### src/inc/lpm_defs.svh
// Register indices, field positions, widths and timing constants of the line performance monitor
`ifndef LPM_DEFS_SVH
`define LPM_DEFS_SVH

// ****************************************
// Register indices (byte address is four times the index)
// ****************************************
`define LPM_IDX_GLOBAL_UPDATE 8'h0d
`define LPM_IDX_IRQ_CTRL_STATUS 8'h58
`define LPM_IDX_FRAMING_ERR 8'h59
`define LPM_IDX_FRAME_LOSS_LOW 8'h5a
`define LPM_IDX_FRAME_LOSS_HIGH 8'h5b
`define LPM_IDX_BIT_CRC_LOW 8'h5c
`define LPM_IDX_BIT_CRC_HIGH 8'h5d
`define LPM_IDX_CODE_VIOL_LOW 8'h5e
`define LPM_IDX_CODE_VIOL_HIGH 8'h5f
`define LPM_IDX_MONITOR_CONFIG 8'h70

// ****************************************
// Field positions
// ****************************************
`define LPM_BIT_HOLDING_OVERRUN 0
`define LPM_BIT_TRANSFER_DONE 1
`define LPM_BIT_TRANSFER_IRQ_ENABLE 2
`define LPM_CFG_E1_MODE 0
`define LPM_CFG_ALIGNMENT_CHANGE_SELECT 1
`define LPM_CFG_FAS_WORD_COUNT 2
`define LPM_CFG_NON_ALIGNMENT_FRAME_BIT2_COUNT 3
`define LPM_CFG_EXCESS_ZERO_COUNT_DISABLE 4
`define LPM_CFG_WIDTH 5

// ****************************************
// Counter widths, configuration reset value and chip identifier
// ****************************************
`define LPM_FER_WIDTH 7
`define LPM_OOF_WIDTH 10
`define LPM_BEE_WIDTH 10
`define LPM_LCV_WIDTH 13
`define LPM_CFG_RESET 5'h00
`define LPM_CHIP_ID 8'h5a

// ****************************************
// Timing: latch must land within 3.5 line periods, i.e. by the third line tick
// ****************************************
`define LPM_LATCH_MAX_LINE_PERIODS_X10 35
`define LPM_LATCH_MAX_LINE_TICKS (`LPM_LATCH_MAX_LINE_PERIODS_X10 / 10)

`endif

### src/inc/lpm_pkg.sv
// Types shared by the line performance monitor
package lpm_pkg;
  typedef enum logic {
    LPM_LATCH_IDLE = 1'b0,
    LPM_LATCH_WAIT = 1'b1
  } lpm_latch_state_type;
endpackage

### src/logic/lpm_sat_counter.sv
// Saturating event counter that restarts from the current increment on a latch
module lpm_sat_counter #(
  parameter int WIDTH = 10,
  parameter int INC_WIDTH = 2
) (
  input wire logic pclk,
  input wire logic presetn,
  input wire logic [INC_WIDTH-1:0] inc,
  input wire logic restart,
  output logic [WIDTH-1:0] count
);
  logic [WIDTH-1:0] count_r;
  logic [WIDTH-1:0] count_nxt;
  logic [WIDTH:0] sum;
  localparam logic [WIDTH-1:0] MAX_COUNT = '1;

  always_comb begin
    // Restart takes this cycle's events so none fall between intervals
    if (restart) begin
      sum = {{(WIDTH + 1 - INC_WIDTH){1'b0}}, inc};
    end else begin
      sum = {1'b0, count_r} + {{(WIDTH + 1 - INC_WIDTH){1'b0}}, inc};
    end
    if (sum > {1'b0, MAX_COUNT}) begin
      count_nxt = MAX_COUNT;
    end else begin
      count_nxt = sum[WIDTH-1:0];
    end
  end

  always_ff @(posedge pclk or negedge presetn) begin
    if (!presetn) begin
      count_r <= '0;
    end else begin
      count_r <= count_nxt;
    end
  end

  assign count = count_r;
endmodule // lpm_sat_counter

### src/logic/lpm_perf_monitor.sv
// Line performance monitor counters with APB register access and group latch
//
// Local design decision: the APB interface to the registers.
`include "lpm_defs.svh"

module lpm_perf_monitor
  import lpm_pkg::*;
#(
  parameter int ADDR_WIDTH = 12,
  parameter logic [7:0] CHIP_ID = `LPM_CHIP_ID // Arbitrary value
) (
  input wire logic pclk,
  input wire logic presetn,
  input wire logic psel,
  input wire logic penable,
  input wire logic pwrite,
  input wire logic [ADDR_WIDTH-1:0] paddr,
  input wire logic [31:0] pwdata,
  output logic [31:0] prdata,
  output logic pready,
  output logic pslverr,
  input wire logic line_tick,
  input wire logic out_of_frame,
  input wire logic in_frame,
  input wire logic out_of_crc_multiframe,
  input wire logic t1_framing_bit_err,
  input wire logic e1_fas_bit_err,
  input wire logic e1_fas_word_err,
  input wire logic e1_non_alignment_frame_bit2_zero,
  input wire logic t1_reframe,
  input wire logic alignment_change,
  input wire logic e1_far_end_block_err,
  input wire logic [2:0] t1_bit_err_count,
  input wire logic e1_crc4_err,
  input wire logic bipolar_violation,
  input wire logic excess_zeros,
  output logic irq_out_n
);
  // ****************************************
  // Declarations
  // ****************************************
  logic [7:0] idx;
  logic access_done;
  logic wr_done;
  logic rd_done;
  logic idx_counter;
  logic idx_mapped;
  logic pready_r, pready_nxt;
  logic pslverr_r, pslverr_nxt;
  logic [31:0] prdata_r, prdata_nxt;
  logic [`LPM_CFG_WIDTH-1:0] cfg_r, cfg_nxt;
  logic transfer_irq_enable_r, transfer_irq_enable_nxt;
  logic transfer_done_flag_r, transfer_done_flag_nxt;
  logic holding_overrun_flag_r, holding_overrun_flag_nxt;
  logic irq_out_n_r, irq_out_n_nxt;
  lpm_latch_state_type latch_state_r, latch_state_nxt;
  logic latch_req;
  logic do_latch;
  logic e1_mode;
  logic [1:0] fer_inc;
  logic oof_inc;
  logic [2:0] bee_inc;
  logic [1:0] lcv_inc;
  logic [`LPM_FER_WIDTH-1:0] fer_count;
  logic [`LPM_OOF_WIDTH-1:0] oof_count;
  logic [`LPM_BEE_WIDTH-1:0] bee_count;
  logic [`LPM_LCV_WIDTH-1:0] lcv_count;
  logic [`LPM_FER_WIDTH-1:0] fer_hold_r, fer_hold_nxt;
  logic [`LPM_OOF_WIDTH-1:0] oof_hold_r, oof_hold_nxt;
  logic [`LPM_BEE_WIDTH-1:0] bee_hold_r, bee_hold_nxt;
  logic [`LPM_LCV_WIDTH-1:0] lcv_hold_r, lcv_hold_nxt;

  // ****************************************
  // APB decode
  // ****************************************
  assign idx = paddr[9:2];
  assign access_done = psel && penable && pready_r;
  assign wr_done = access_done && pwrite;
  assign rd_done = access_done && !pwrite;
  assign idx_counter = (idx >= `LPM_IDX_FRAMING_ERR) && (idx <= `LPM_IDX_CODE_VIOL_HIGH);
  assign idx_mapped = idx_counter || (idx == `LPM_IDX_IRQ_CTRL_STATUS) ||
                      (idx == `LPM_IDX_GLOBAL_UPDATE) || (idx == `LPM_IDX_MONITOR_CONFIG);

  // One wait state: ready rises in the second access cycle
  always_comb begin
    pready_nxt = psel && penable && !pready_r;
    pslverr_nxt = psel && penable && !pready_r && !idx_mapped;
    prdata_nxt = prdata_r;
    if (psel && penable && !pready_r && !pwrite) begin
      prdata_nxt = 32'h0000_0000;
      case (idx)
        `LPM_IDX_GLOBAL_UPDATE: begin
          prdata_nxt[7:0] = CHIP_ID;
        end
        `LPM_IDX_IRQ_CTRL_STATUS: begin
          prdata_nxt[`LPM_BIT_TRANSFER_IRQ_ENABLE] = transfer_irq_enable_r;
          prdata_nxt[`LPM_BIT_TRANSFER_DONE] = transfer_done_flag_r;
          prdata_nxt[`LPM_BIT_HOLDING_OVERRUN] = holding_overrun_flag_r;
        end
        `LPM_IDX_FRAMING_ERR: begin
          prdata_nxt[`LPM_FER_WIDTH-1:0] = fer_hold_r;
        end
        `LPM_IDX_FRAME_LOSS_LOW: begin
          prdata_nxt[7:0] = oof_hold_r[7:0];
        end
        `LPM_IDX_FRAME_LOSS_HIGH: begin
          prdata_nxt[`LPM_OOF_WIDTH-9:0] = oof_hold_r[`LPM_OOF_WIDTH-1:8];
        end
        `LPM_IDX_BIT_CRC_LOW: begin
          prdata_nxt[7:0] = bee_hold_r[7:0];
        end
        `LPM_IDX_BIT_CRC_HIGH: begin
          prdata_nxt[`LPM_BEE_WIDTH-9:0] = bee_hold_r[`LPM_BEE_WIDTH-1:8];
        end
        `LPM_IDX_CODE_VIOL_LOW: begin
          prdata_nxt[7:0] = lcv_hold_r[7:0];
        end
        `LPM_IDX_CODE_VIOL_HIGH: begin
          prdata_nxt[`LPM_LCV_WIDTH-9:0] = lcv_hold_r[`LPM_LCV_WIDTH-1:8];
        end
        `LPM_IDX_MONITOR_CONFIG: begin
          prdata_nxt[`LPM_CFG_WIDTH-1:0] = cfg_r;
        end
        default: begin
          prdata_nxt = 32'h0000_0000;
        end
      endcase
    end
  end

  always_ff @(posedge pclk or negedge presetn) begin
    if (!presetn) begin
      pready_r <= 1'b0;
      pslverr_r <= 1'b0;
      prdata_r <= 32'h0000_0000;
    end else begin
      pready_r <= pready_nxt;
      pslverr_r <= pslverr_nxt;
      prdata_r <= prdata_nxt;
    end
  end

  // ****************************************
  // Latch request and line-timed transfer
  // ****************************************
  // write access only, data ignored
  assign latch_req = wr_done && (idx_counter || (idx == `LPM_IDX_GLOBAL_UPDATE));

  // Requests wait for the next line tick so the swap lines up with event timing
  always_comb begin
    latch_state_nxt = latch_state_r;
    do_latch = 1'b0;
    case (latch_state_r)
      LPM_LATCH_IDLE: begin
        if (latch_req) begin
          latch_state_nxt = LPM_LATCH_WAIT;
        end
      end
      LPM_LATCH_WAIT: begin
        // first line tick applies the latch
        if (line_tick) begin
          do_latch = 1'b1;
          latch_state_nxt = latch_req ? LPM_LATCH_WAIT : LPM_LATCH_IDLE;
        end
      end
      default: begin
        latch_state_nxt = LPM_LATCH_IDLE;
      end
    endcase
  end

  always_ff @(posedge pclk or negedge presetn) begin
    if (!presetn) begin
      latch_state_r <= LPM_LATCH_IDLE;
    end else begin
      latch_state_r <= latch_state_nxt;
    end
  end

  // ****************************************
  // Control, flags and interrupt
  // ****************************************
  always_comb begin
    cfg_nxt = cfg_r;
    transfer_irq_enable_nxt = transfer_irq_enable_r;
    transfer_done_flag_nxt = transfer_done_flag_r;
    holding_overrun_flag_nxt = holding_overrun_flag_r;
    if (wr_done && idx == `LPM_IDX_MONITOR_CONFIG) begin
      cfg_nxt = pwdata[`LPM_CFG_WIDTH-1:0];
    end
    if (wr_done && idx == `LPM_IDX_IRQ_CTRL_STATUS) begin
      transfer_irq_enable_nxt = pwdata[`LPM_BIT_TRANSFER_IRQ_ENABLE];
    end
    if (rd_done && idx == `LPM_IDX_IRQ_CTRL_STATUS) begin
      transfer_done_flag_nxt = 1'b0;
      holding_overrun_flag_nxt = 1'b0;
    end
    // set after clear, so a set wins
    if (do_latch) begin
      transfer_done_flag_nxt = 1'b1;
      if (transfer_done_flag_r) begin
        holding_overrun_flag_nxt = 1'b1;
      end
    end
    irq_out_n_nxt = !(transfer_irq_enable_nxt && transfer_done_flag_nxt);
  end

  always_ff @(posedge pclk or negedge presetn) begin
    if (!presetn) begin
      cfg_r <= `LPM_CFG_RESET;
      transfer_irq_enable_r <= 1'b0;
      transfer_done_flag_r <= 1'b0;
      holding_overrun_flag_r <= 1'b0;
      irq_out_n_r <= 1'b1;
    end else begin
      cfg_r <= cfg_nxt;
      transfer_irq_enable_r <= transfer_irq_enable_nxt;
      transfer_done_flag_r <= transfer_done_flag_nxt;
      holding_overrun_flag_r <= holding_overrun_flag_nxt;
      irq_out_n_r <= irq_out_n_nxt;
    end
  end

  // ****************************************
  // Event qualification
  // ****************************************
  assign e1_mode = cfg_r[`LPM_CFG_E1_MODE];

  always_comb begin
    fer_inc = 2'b00;
    oof_inc = 1'b0;
    bee_inc = 3'b000;
    if (e1_mode) begin
      // suppressed out of frame; bits or words, plus bit 2 option
      if (!out_of_frame) begin
        fer_inc = {1'b0, cfg_r[`LPM_CFG_FAS_WORD_COUNT] ? e1_fas_word_err : e1_fas_bit_err} +
                  {1'b0, cfg_r[`LPM_CFG_NON_ALIGNMENT_FRAME_BIT2_COUNT] && e1_non_alignment_frame_bit2_zero};
      end
      oof_inc = !out_of_frame && e1_far_end_block_err;
      bee_inc = {2'b00, !out_of_crc_multiframe && e1_crc4_err};
    end else begin
      fer_inc = {1'b0, in_frame && t1_framing_bit_err};
      oof_inc = cfg_r[`LPM_CFG_ALIGNMENT_CHANGE_SELECT] ? alignment_change : t1_reframe;
      bee_inc = t1_bit_err_count;
    end
  end

  assign lcv_inc = {1'b0, bipolar_violation} +
                   {1'b0, excess_zeros && !cfg_r[`LPM_CFG_EXCESS_ZERO_COUNT_DISABLE]};

  // ****************************************
  // Counters
  // ****************************************
  // restart with this cycle's events, saturating
  lpm_sat_counter #(.WIDTH(`LPM_FER_WIDTH), .INC_WIDTH(2)) u_fer (
    .pclk(pclk), .presetn(presetn), .inc(fer_inc), .restart(do_latch), .count(fer_count)
  );
  lpm_sat_counter #(.WIDTH(`LPM_OOF_WIDTH), .INC_WIDTH(1)) u_oof (
    .pclk(pclk), .presetn(presetn), .inc(oof_inc), .restart(do_latch), .count(oof_count)
  );
  lpm_sat_counter #(.WIDTH(`LPM_BEE_WIDTH), .INC_WIDTH(3)) u_bee (
    .pclk(pclk), .presetn(presetn), .inc(bee_inc), .restart(do_latch), .count(bee_count)
  );
  lpm_sat_counter #(.WIDTH(`LPM_LCV_WIDTH), .INC_WIDTH(2)) u_lcv (
    .pclk(pclk), .presetn(presetn), .inc(lcv_inc), .restart(do_latch), .count(lcv_count)
  );

  // ****************************************
  // Holding registers
  // ****************************************
  // group copy on the latch cycle
  always_comb begin
    fer_hold_nxt = do_latch ? fer_count : fer_hold_r;
    oof_hold_nxt = do_latch ? oof_count : oof_hold_r;
    bee_hold_nxt = do_latch ? bee_count : bee_hold_r;
    lcv_hold_nxt = do_latch ? lcv_count : lcv_hold_r;
  end

  // data only, no reset value before the first latch
  always_ff @(posedge pclk) begin
    fer_hold_r <= fer_hold_nxt;
    oof_hold_r <= oof_hold_nxt;
    bee_hold_r <= bee_hold_nxt;
    lcv_hold_r <= lcv_hold_nxt;
  end

  assign prdata = prdata_r;
  assign pready = pready_r;
  assign pslverr = pslverr_r;
  assign irq_out_n = irq_out_n_r;

  logic [1:0] wait_ticks_r;
  always_ff @(posedge pclk or negedge presetn) begin
    if (!presetn) begin
      wait_ticks_r <= 2'b00;
    end else if (latch_state_r == LPM_LATCH_IDLE || do_latch) begin
      wait_ticks_r <= 2'b00;
    end else if (line_tick && wait_ticks_r != 2'b11) begin
      wait_ticks_r <= wait_ticks_r + 2'b01;
    end
  end
endmodule // lpm_perf_monitor

### config.mk
export PLATFORM = sky130hd
export DESIGN_NAME = lpm_perf_monitor
export DESIGN_NICKNAME = d
export VERILOG_FILES = /design/src/inc/lpm_pkg.sv /design/src/logic/lpm_sat_counter.sv /design/src/logic/lpm_perf_monitor.sv
export VERILOG_INCLUDE_DIRS = /design/src /design/src/inc
export SDC_FILE = /design/constraint.sdc
export NUM_CORES = 1
export LEC_CHECK = 0
export BUFFER_PORTS_ARGS = -buffer_cell sky130_fd_sc_hd__clkbuf_2
export CORE_MARGIN = 4
export CORE_UTILIZATION = 55
export DETAILED_ROUTE_END_ITERATION = 8
export PLACE_DENSITY_LB_ADDON = 0.3
export SLEW_MARGIN = 20
export SYNTH_ARGS = -nofsm -noshare
export SYNTH_HDL_FRONTEND = slang
export SYNTH_SLANG_ARGS = --single-unit
### constraint.sdc
create_clock -name pclk -period 3.95 [get_ports pclk]
set_clock_uncertainty 0.2 [all_clocks]
set_input_delay 0.79 -clock pclk [delete_from_list [all_inputs] [get_ports pclk]]
set_output_delay 0.79 -clock pclk [all_outputs]
set_load 0.03 [all_outputs]
* After elaboration in Yosys (flattened, before gate mapping)
Index checks and enable logic that the tools add are counted.
Storage, ports and cells: register bits 100, latch bits 0, bits of input ports 66, logic and storage cells 99, bits in read-only memories 0, memory bits (writable) 0, memories 0
Cells by class: $add $sub $neg 6, bitwise gates (word level) 1, mux-type cells 30, shift-type cells 0, div/mod/pow operators 0, magnitude comparators 6, reduce and logical (&&, ||, !) cells 29, eq/ne operators 10, multipliers 0
Operators by type and width (count):
- 8-bit by 7-bit equality test with 1-bit output (second input constant) | 9
- 11-bit by 10-bit greater-than comparator with 1-bit output (second input constant) | 2
- 11-bit two-way mux | 2
- 10-bit two-way mux | 2
- 2-bit one-hot mux with 10 select lines | 1
- 1-bit logical AND | 18
- 13-bit by 2-bit adder with 14-bit output | 1
- 14-bit by 13-bit greater-than comparator with 1-bit output (second input constant) | 1
- 14-bit two-way mux | 1
- 2-bit one-hot mux with 7 select lines | 1
- 1-bit two-way mux | 13
- 13-bit two-way mux | 1
- 10-bit by 1-bit adder with 11-bit output | 1
- 10-bit by 3-bit adder with 11-bit output | 1
- 2-bit one-hot mux with 5 select lines | 1
- 7-bit by 2-bit adder with 8-bit output | 1
- 8-bit by 4-bit equality test with 1-bit output (second input constant) | 1
- 8-bit by 7-bit greater-or-equal comparator with 1-bit output (second input constant) | 1
- 8-bit by 7-bit greater-than comparator with 1-bit output (second input constant) | 1
- 8-bit by 7-bit less-or-equal comparator with 1-bit output (second input constant) | 1
- 8-bit two-way mux | 1
- 1-bit logical NOT | 7
- 7-bit two-way mux | 1
- 1-bit one-hot mux with 7 select lines | 1
- 7 further kinds | 12

* Logic depth before layout (Yosys ltp)
depth in word-level cells 8, mapped depth 10, depth with buffers taken out 10

* Modules after synthesis
From an unflattened synthesis, not the netlist that was laid out.
Second synthesis, totals: cells, all modules 440, area total of the unflattened synthesis 5178.7 um^2
By module, submodules not included:
- lpm_perf_monitor | cells each 225, instances 1, area an instance 2951.6 um^2, seq. area each 1702.9 um^2
- lpm_sat_counter at u_lcv | cells each 65, instances 1, area an instance 718.2 um^2, seq. area each 325.3 um^2
- lpm_sat_counter at u_bee | cells each 58, instances 1, area an instance 589.3 um^2, seq. area each 250.2 um^2
- lpm_sat_counter at u_oof | cells each 51, instances 1, area an instance 518.0 um^2, seq. area each 250.2 um^2
- lpm_sat_counter at u_fer | cells each 41, instances 1, area an instance 401.6 um^2, seq. area each 175.2 um^2

* Least setup slack after synthesis
OpenSTA, ideal clock, no wires.
kind in2reg, from input port excess_zeros, to register u_lcv.count_r[12] (netlist: u_lcv.count[12]), buffers on the path 0, data required time 3.556 ns, stages on the path 9, data arrival time 2.937 ns, setup time 0.194 ns, slack 0.619 ns, cell sequence nor2b_1 ha_1 ha_1 inv_1 fa_1 or3_1 or4b_2 o21ai_0 nor2_1
Between the ends: longest elaborated chain between the ends 6
RTL lines:
- start: declaration | RTL line lpm_perf_monitor.sv:36 | input wire logic excess_zeros,
- 1-bit logical AND (*) | RTL line lpm_perf_monitor.sv:249 | {1'b0, excess_zeros && !cfg_r[`LPM_CFG_EXCESS_ZERO_COUNT_DISABLE]};
- 1-bit by 1-bit adder with 2-bit output (*) | RTL line lpm_perf_monitor.sv:248 | assign lcv_inc = {1'b0, bipolar_violation} +
- 13-bit by 2-bit adder with 14-bit output | RTL line lpm_sat_counter.sv:22 | sum = {1'b0, count_r} + {{(WIDTH + 1 - INC_WIDTH){1'b0}}, inc};
- 14-bit two-way mux (*) | RTL line lpm_sat_counter.sv:19 | if (restart) begin
- 14-bit by 13-bit greater-than comparator with 1-bit output | RTL line lpm_sat_counter.sv:24 | if (sum > {1'b0, MAX_COUNT}) begin
- 13-bit two-way mux (*) | RTL line lpm_sat_counter.sv:24
- net u_lcv.count_nxt[12] | RTL line lpm_sat_counter.sv:13 | logic [WIDTH-1:0] count_nxt;
- end signal: assignment | RTL line lpm_sat_counter.sv:35 | count_r <= count_nxt;
- end: declaration | RTL line lpm_sat_counter.sv:12 | logic [WIDTH-1:0] count_r;
The timed path passes the listed nets; every way through them passes the cells marked *. A chain may end at the register's enable or synchronous reset.

* Worst setup path after layout
Same ends and word-level chain as after synthesis.

==> metrics.md <==
| Metric | Value |
|---|---|
| Crit start category | `input port` |
| Largest fanout on the critical path | `4` |
| Chip Width | `102.2 microns` |
| Synth Warn # | `0` |
| CP dominant cell by count | `ha_1` |
| Clock-pin slew on the worst setup and hold paths | `0.09 ns` |
| # diodes | `0` |
| Leak Pwr | `2.249 nW` |
| Synth Area in XOR/XNOR | `4.129%` |
| Crit path required time | `3.99 ns` |
| H-tree levels | `3` |
| Worst-margin pin slew | `1.011 ns` |
| # clock sinks | `100` |
| Worst endpoint data arrival time | `3.16 ns` |
| Status | `finished, final reports clean` |
| CTS tree | `done` |
| Crit-path max cell delay | `0.62 ns` |
| Largest net degree at the start of global routing | `55` |
| Synth area leaders | `dfrtp_1, edfxtp_1, buf_4` |
| Max-Cap Viols | `0` |
| Setup violators final | `0` |
| Post-synth top area cell | `dfrtp_1` |
| Num ports | `101` |
| Die area | `10440 sq um` |
| P per Cell Area | `514.7 nW/um^2` |
| Pre-antenna DRT Iters | `6` |
| Yosys top cell area share | `30.26%` |
| Primary FF master, synth | `dfrtp_1` |
| Cell variety after synth | `56` |
| Top-count cell post-synth | `dfrtp_1` |
| Hpwl dp | `7.332 mm` |
| Core footprint | `8678 sq um` |
| CTS Buf Count | `9` |
| Final ANT Viol Nets | `0` |
| Post-Place Cells | `579` |
| Mux contribution to synthesized area | `4.360%` |
| Resized cells post-CTS | `0` |
| Crit. End Element | `flip-flop` |
| Initial antenna violation count | `0` |
| Period utilization | `78.89%` |
| Vias/cell | `5.760` |
| CP Cell Sequence | `clkbuf_2 -> nor2b_1 -> ha_1 -> ha_1 -> inv_1 -> fa_1 -> or3_1 -> or4b_2 -> o21ai_0 -> nor2_1` |
| Starting DRT DRC Count | `148` |
| Grt ovf | `0` |
| Nets | `562` |
| Async SR Flop Fraction | `60.00%` |
| Worst Hold Class | `input port to async pin` |
| Max VDD drop | `232.5 uV` |
| Clock buffer depth | `2` |
| RSZ-0062 raised after global routing | `no` |
| GPL Wtd Cong | `0.8494` |
| Post-Layout Cell Count | `595` |
| Post-Syn Instances | `440` |
| Commonest cells in the netlist | `dfrtp_1, edfxtp_1, nand2_1, nor2_1, o21ai_0` |
| Initial core utilization | `56.21%` |
| CP top delay family | `simple AND/OR/NAND/NOR gates` |
| Simple-gate portion of the synthesized area | `15.62%` |
| Share of layout cells above drive strength 1 | `16.43%` |
| CTS Root Cell | `clkbuf_8` |
| Fmax | `320.9 MHz` |
| Fin util | `61.43%` |
| Worst-skew pair later-pin latency | `0.35 ns` |
| WL final | `10.14 mm` |
| Total power draw | `2.744 mW` |
| GRT Util Overall | `20.13%` |
| Synth-to-layout area growth | `9.284%` |
| Synth Area in Adders | `4.052%` |
| IO Port Bufs | `45` |
| Setup TNS | `0 ns` |
| Final Hold Vio Count | `0` |
| Largest family of logic cells by synthesized area | `simple AND/OR/NAND/NOR gates` |
| Fin. max-slew vios | `0` |
| Final worst-path setup slack | `0.8340 ns` |
| Setup bufs post-CTS | `0` |
| Seq/Total Area, Yosys | `55.42%` |
| Synth Cell Area | `4878 sq um` |
| First-pass GRT wire length | `16.16 mm` |
| # DRC | `0` |
| CP max-delay cell | `or4b_2` |
| Fraction of the mapped netlist area in compound gates | `10.26%` |
| Buf+Inv Stages, Crit Path | `2` |
| EDFF count, synth | `40` |
| Vias in the first global route | `3183` |
| Worst reg2reg setup slack | `0.94 ns` |
| Setup Crit Path Kind | `input port to flip-flop` |
| Min Clock Period, post-route | `3.116 ns` |
| Placement Setup Slack | `0.4679 ns` |
| FF+latch count, synth | `100` |
| Slew HR | `32.44%` |
| Synthesized area per cell | `11.09 sq um` |
| Post-DR wirelength/cell | `17.05 microns` |
| Row cnt | `34` |
| DR vias | `3427` |
| Hold-fix buffer count after cts | `0` |
| Die Y | `102.2 microns` |
## registers in the layout, summed over array words and instances (netlist names)
register / cells
lcv_hold_r: 13
u_lcv.count: 13
bee_hold_r: 10
oof_hold_r: 10
u_bee.count: 10
u_oof.count: 10
prdata: 8
fer_hold_r: 7
u_fer.count: 7
cfg_r: 5
holding_overrun_flag_r: 1
irq_out_n: 1
latch_state_r: 1
pready: 1
pslverr: 1
transfer_done_flag_r: 1
transfer_irq_enable_r: 1
## logic make-up after synthesis
family                     Yosys count
buffers and inverters               53
and+or+nand+nor                    145
other                                1
muxes                               19
adders and majority gates           14
DFF                                100
AOI/OAI and AO/OA                   85
xor gates and xnor gates            23
## worst paths after layout
kind	startpoint	endpoint	depth (start not counted)
min reg2reg	u_lcv.count[0]	lcv_hold_r[0]	0
max reg2reg	cfg_r[4]	u_lcv.count[12]	9
max	excess_zeros	u_lcv.count[12]	10
min	presetn	prdata[7]	1
min in group pclk	u_lcv.count[0]	lcv_hold_r[0]	0
max in group asynchronous	presetn	u_oof.count[2]	2
## area by class of cell
type	instances	area, sq um
inverters	12	45.04
repair buffers	49	267.8
flip-flops and latches	100	2704
fillers	688	3347
clock inverters	7	91.34
multi-input cells	310	1964
clock buffers	9	123.9
well taps	108	135.1
## worst register-to-register path: stages (launching register included)
cell and delay (ns):
dfrtp_1 0.45, nor2b_1 0.08, ha_1 0.29, ha_1 0.17, inv_1 0.06, fa_1 0.42
or3_1 0.47, or4b_2 0.62, o21ai_0 0.10, nor2_1 0.05
## cells in the final DEF (no fill, tap or decap), drive strengths merged, types with 13 or more instances in the layout
cell and instances:
a21oi 27, nor2 30, nor3 13, nand2 30, nand3 25, clkbuf 54, edfxtp 40, dfrtp 59
conb 24, o21ai 29
## per-layer routing
| metal | up-vias | wire (microns) | GRT usage [%] |
|---|---|---|---|
| li1 | 1632 | - | - |
| met1 | 1653 | 4558 | 29.44 |
| met2 | 126 | 4756 | 30.58 |
| met3 | 16 | 648 | 3.891 |
| met4 | 0 | 179 | 6.458 |
| met5 | - | 0 | 0 |
## where the power goes
group / leakage [nW] / total [mW] / switching, mW / internal (mW)
sequential: 1.14 / 1.48 / 0.191 / 1.29
clock: 0.109 / 0.703 / 0.348 / 0.355
combinational: 1.00 / 0.562 / 0.311 / 0.252
total: 2.25 / 2.74 / 0.850 / 1.89
## through the flow
step / hold slack [ns] / cell area (sq um)
after CTS: 0.2276 / 5331
after global routing: 0.2468 / 5331
after detailed placement: 0.2522 / 5116
final: 0.2209 / 5331
after global placement: 0.2354 / 5116
after floorplan: 0.2314 / 4965
Power figures use the tool's default switching activity.
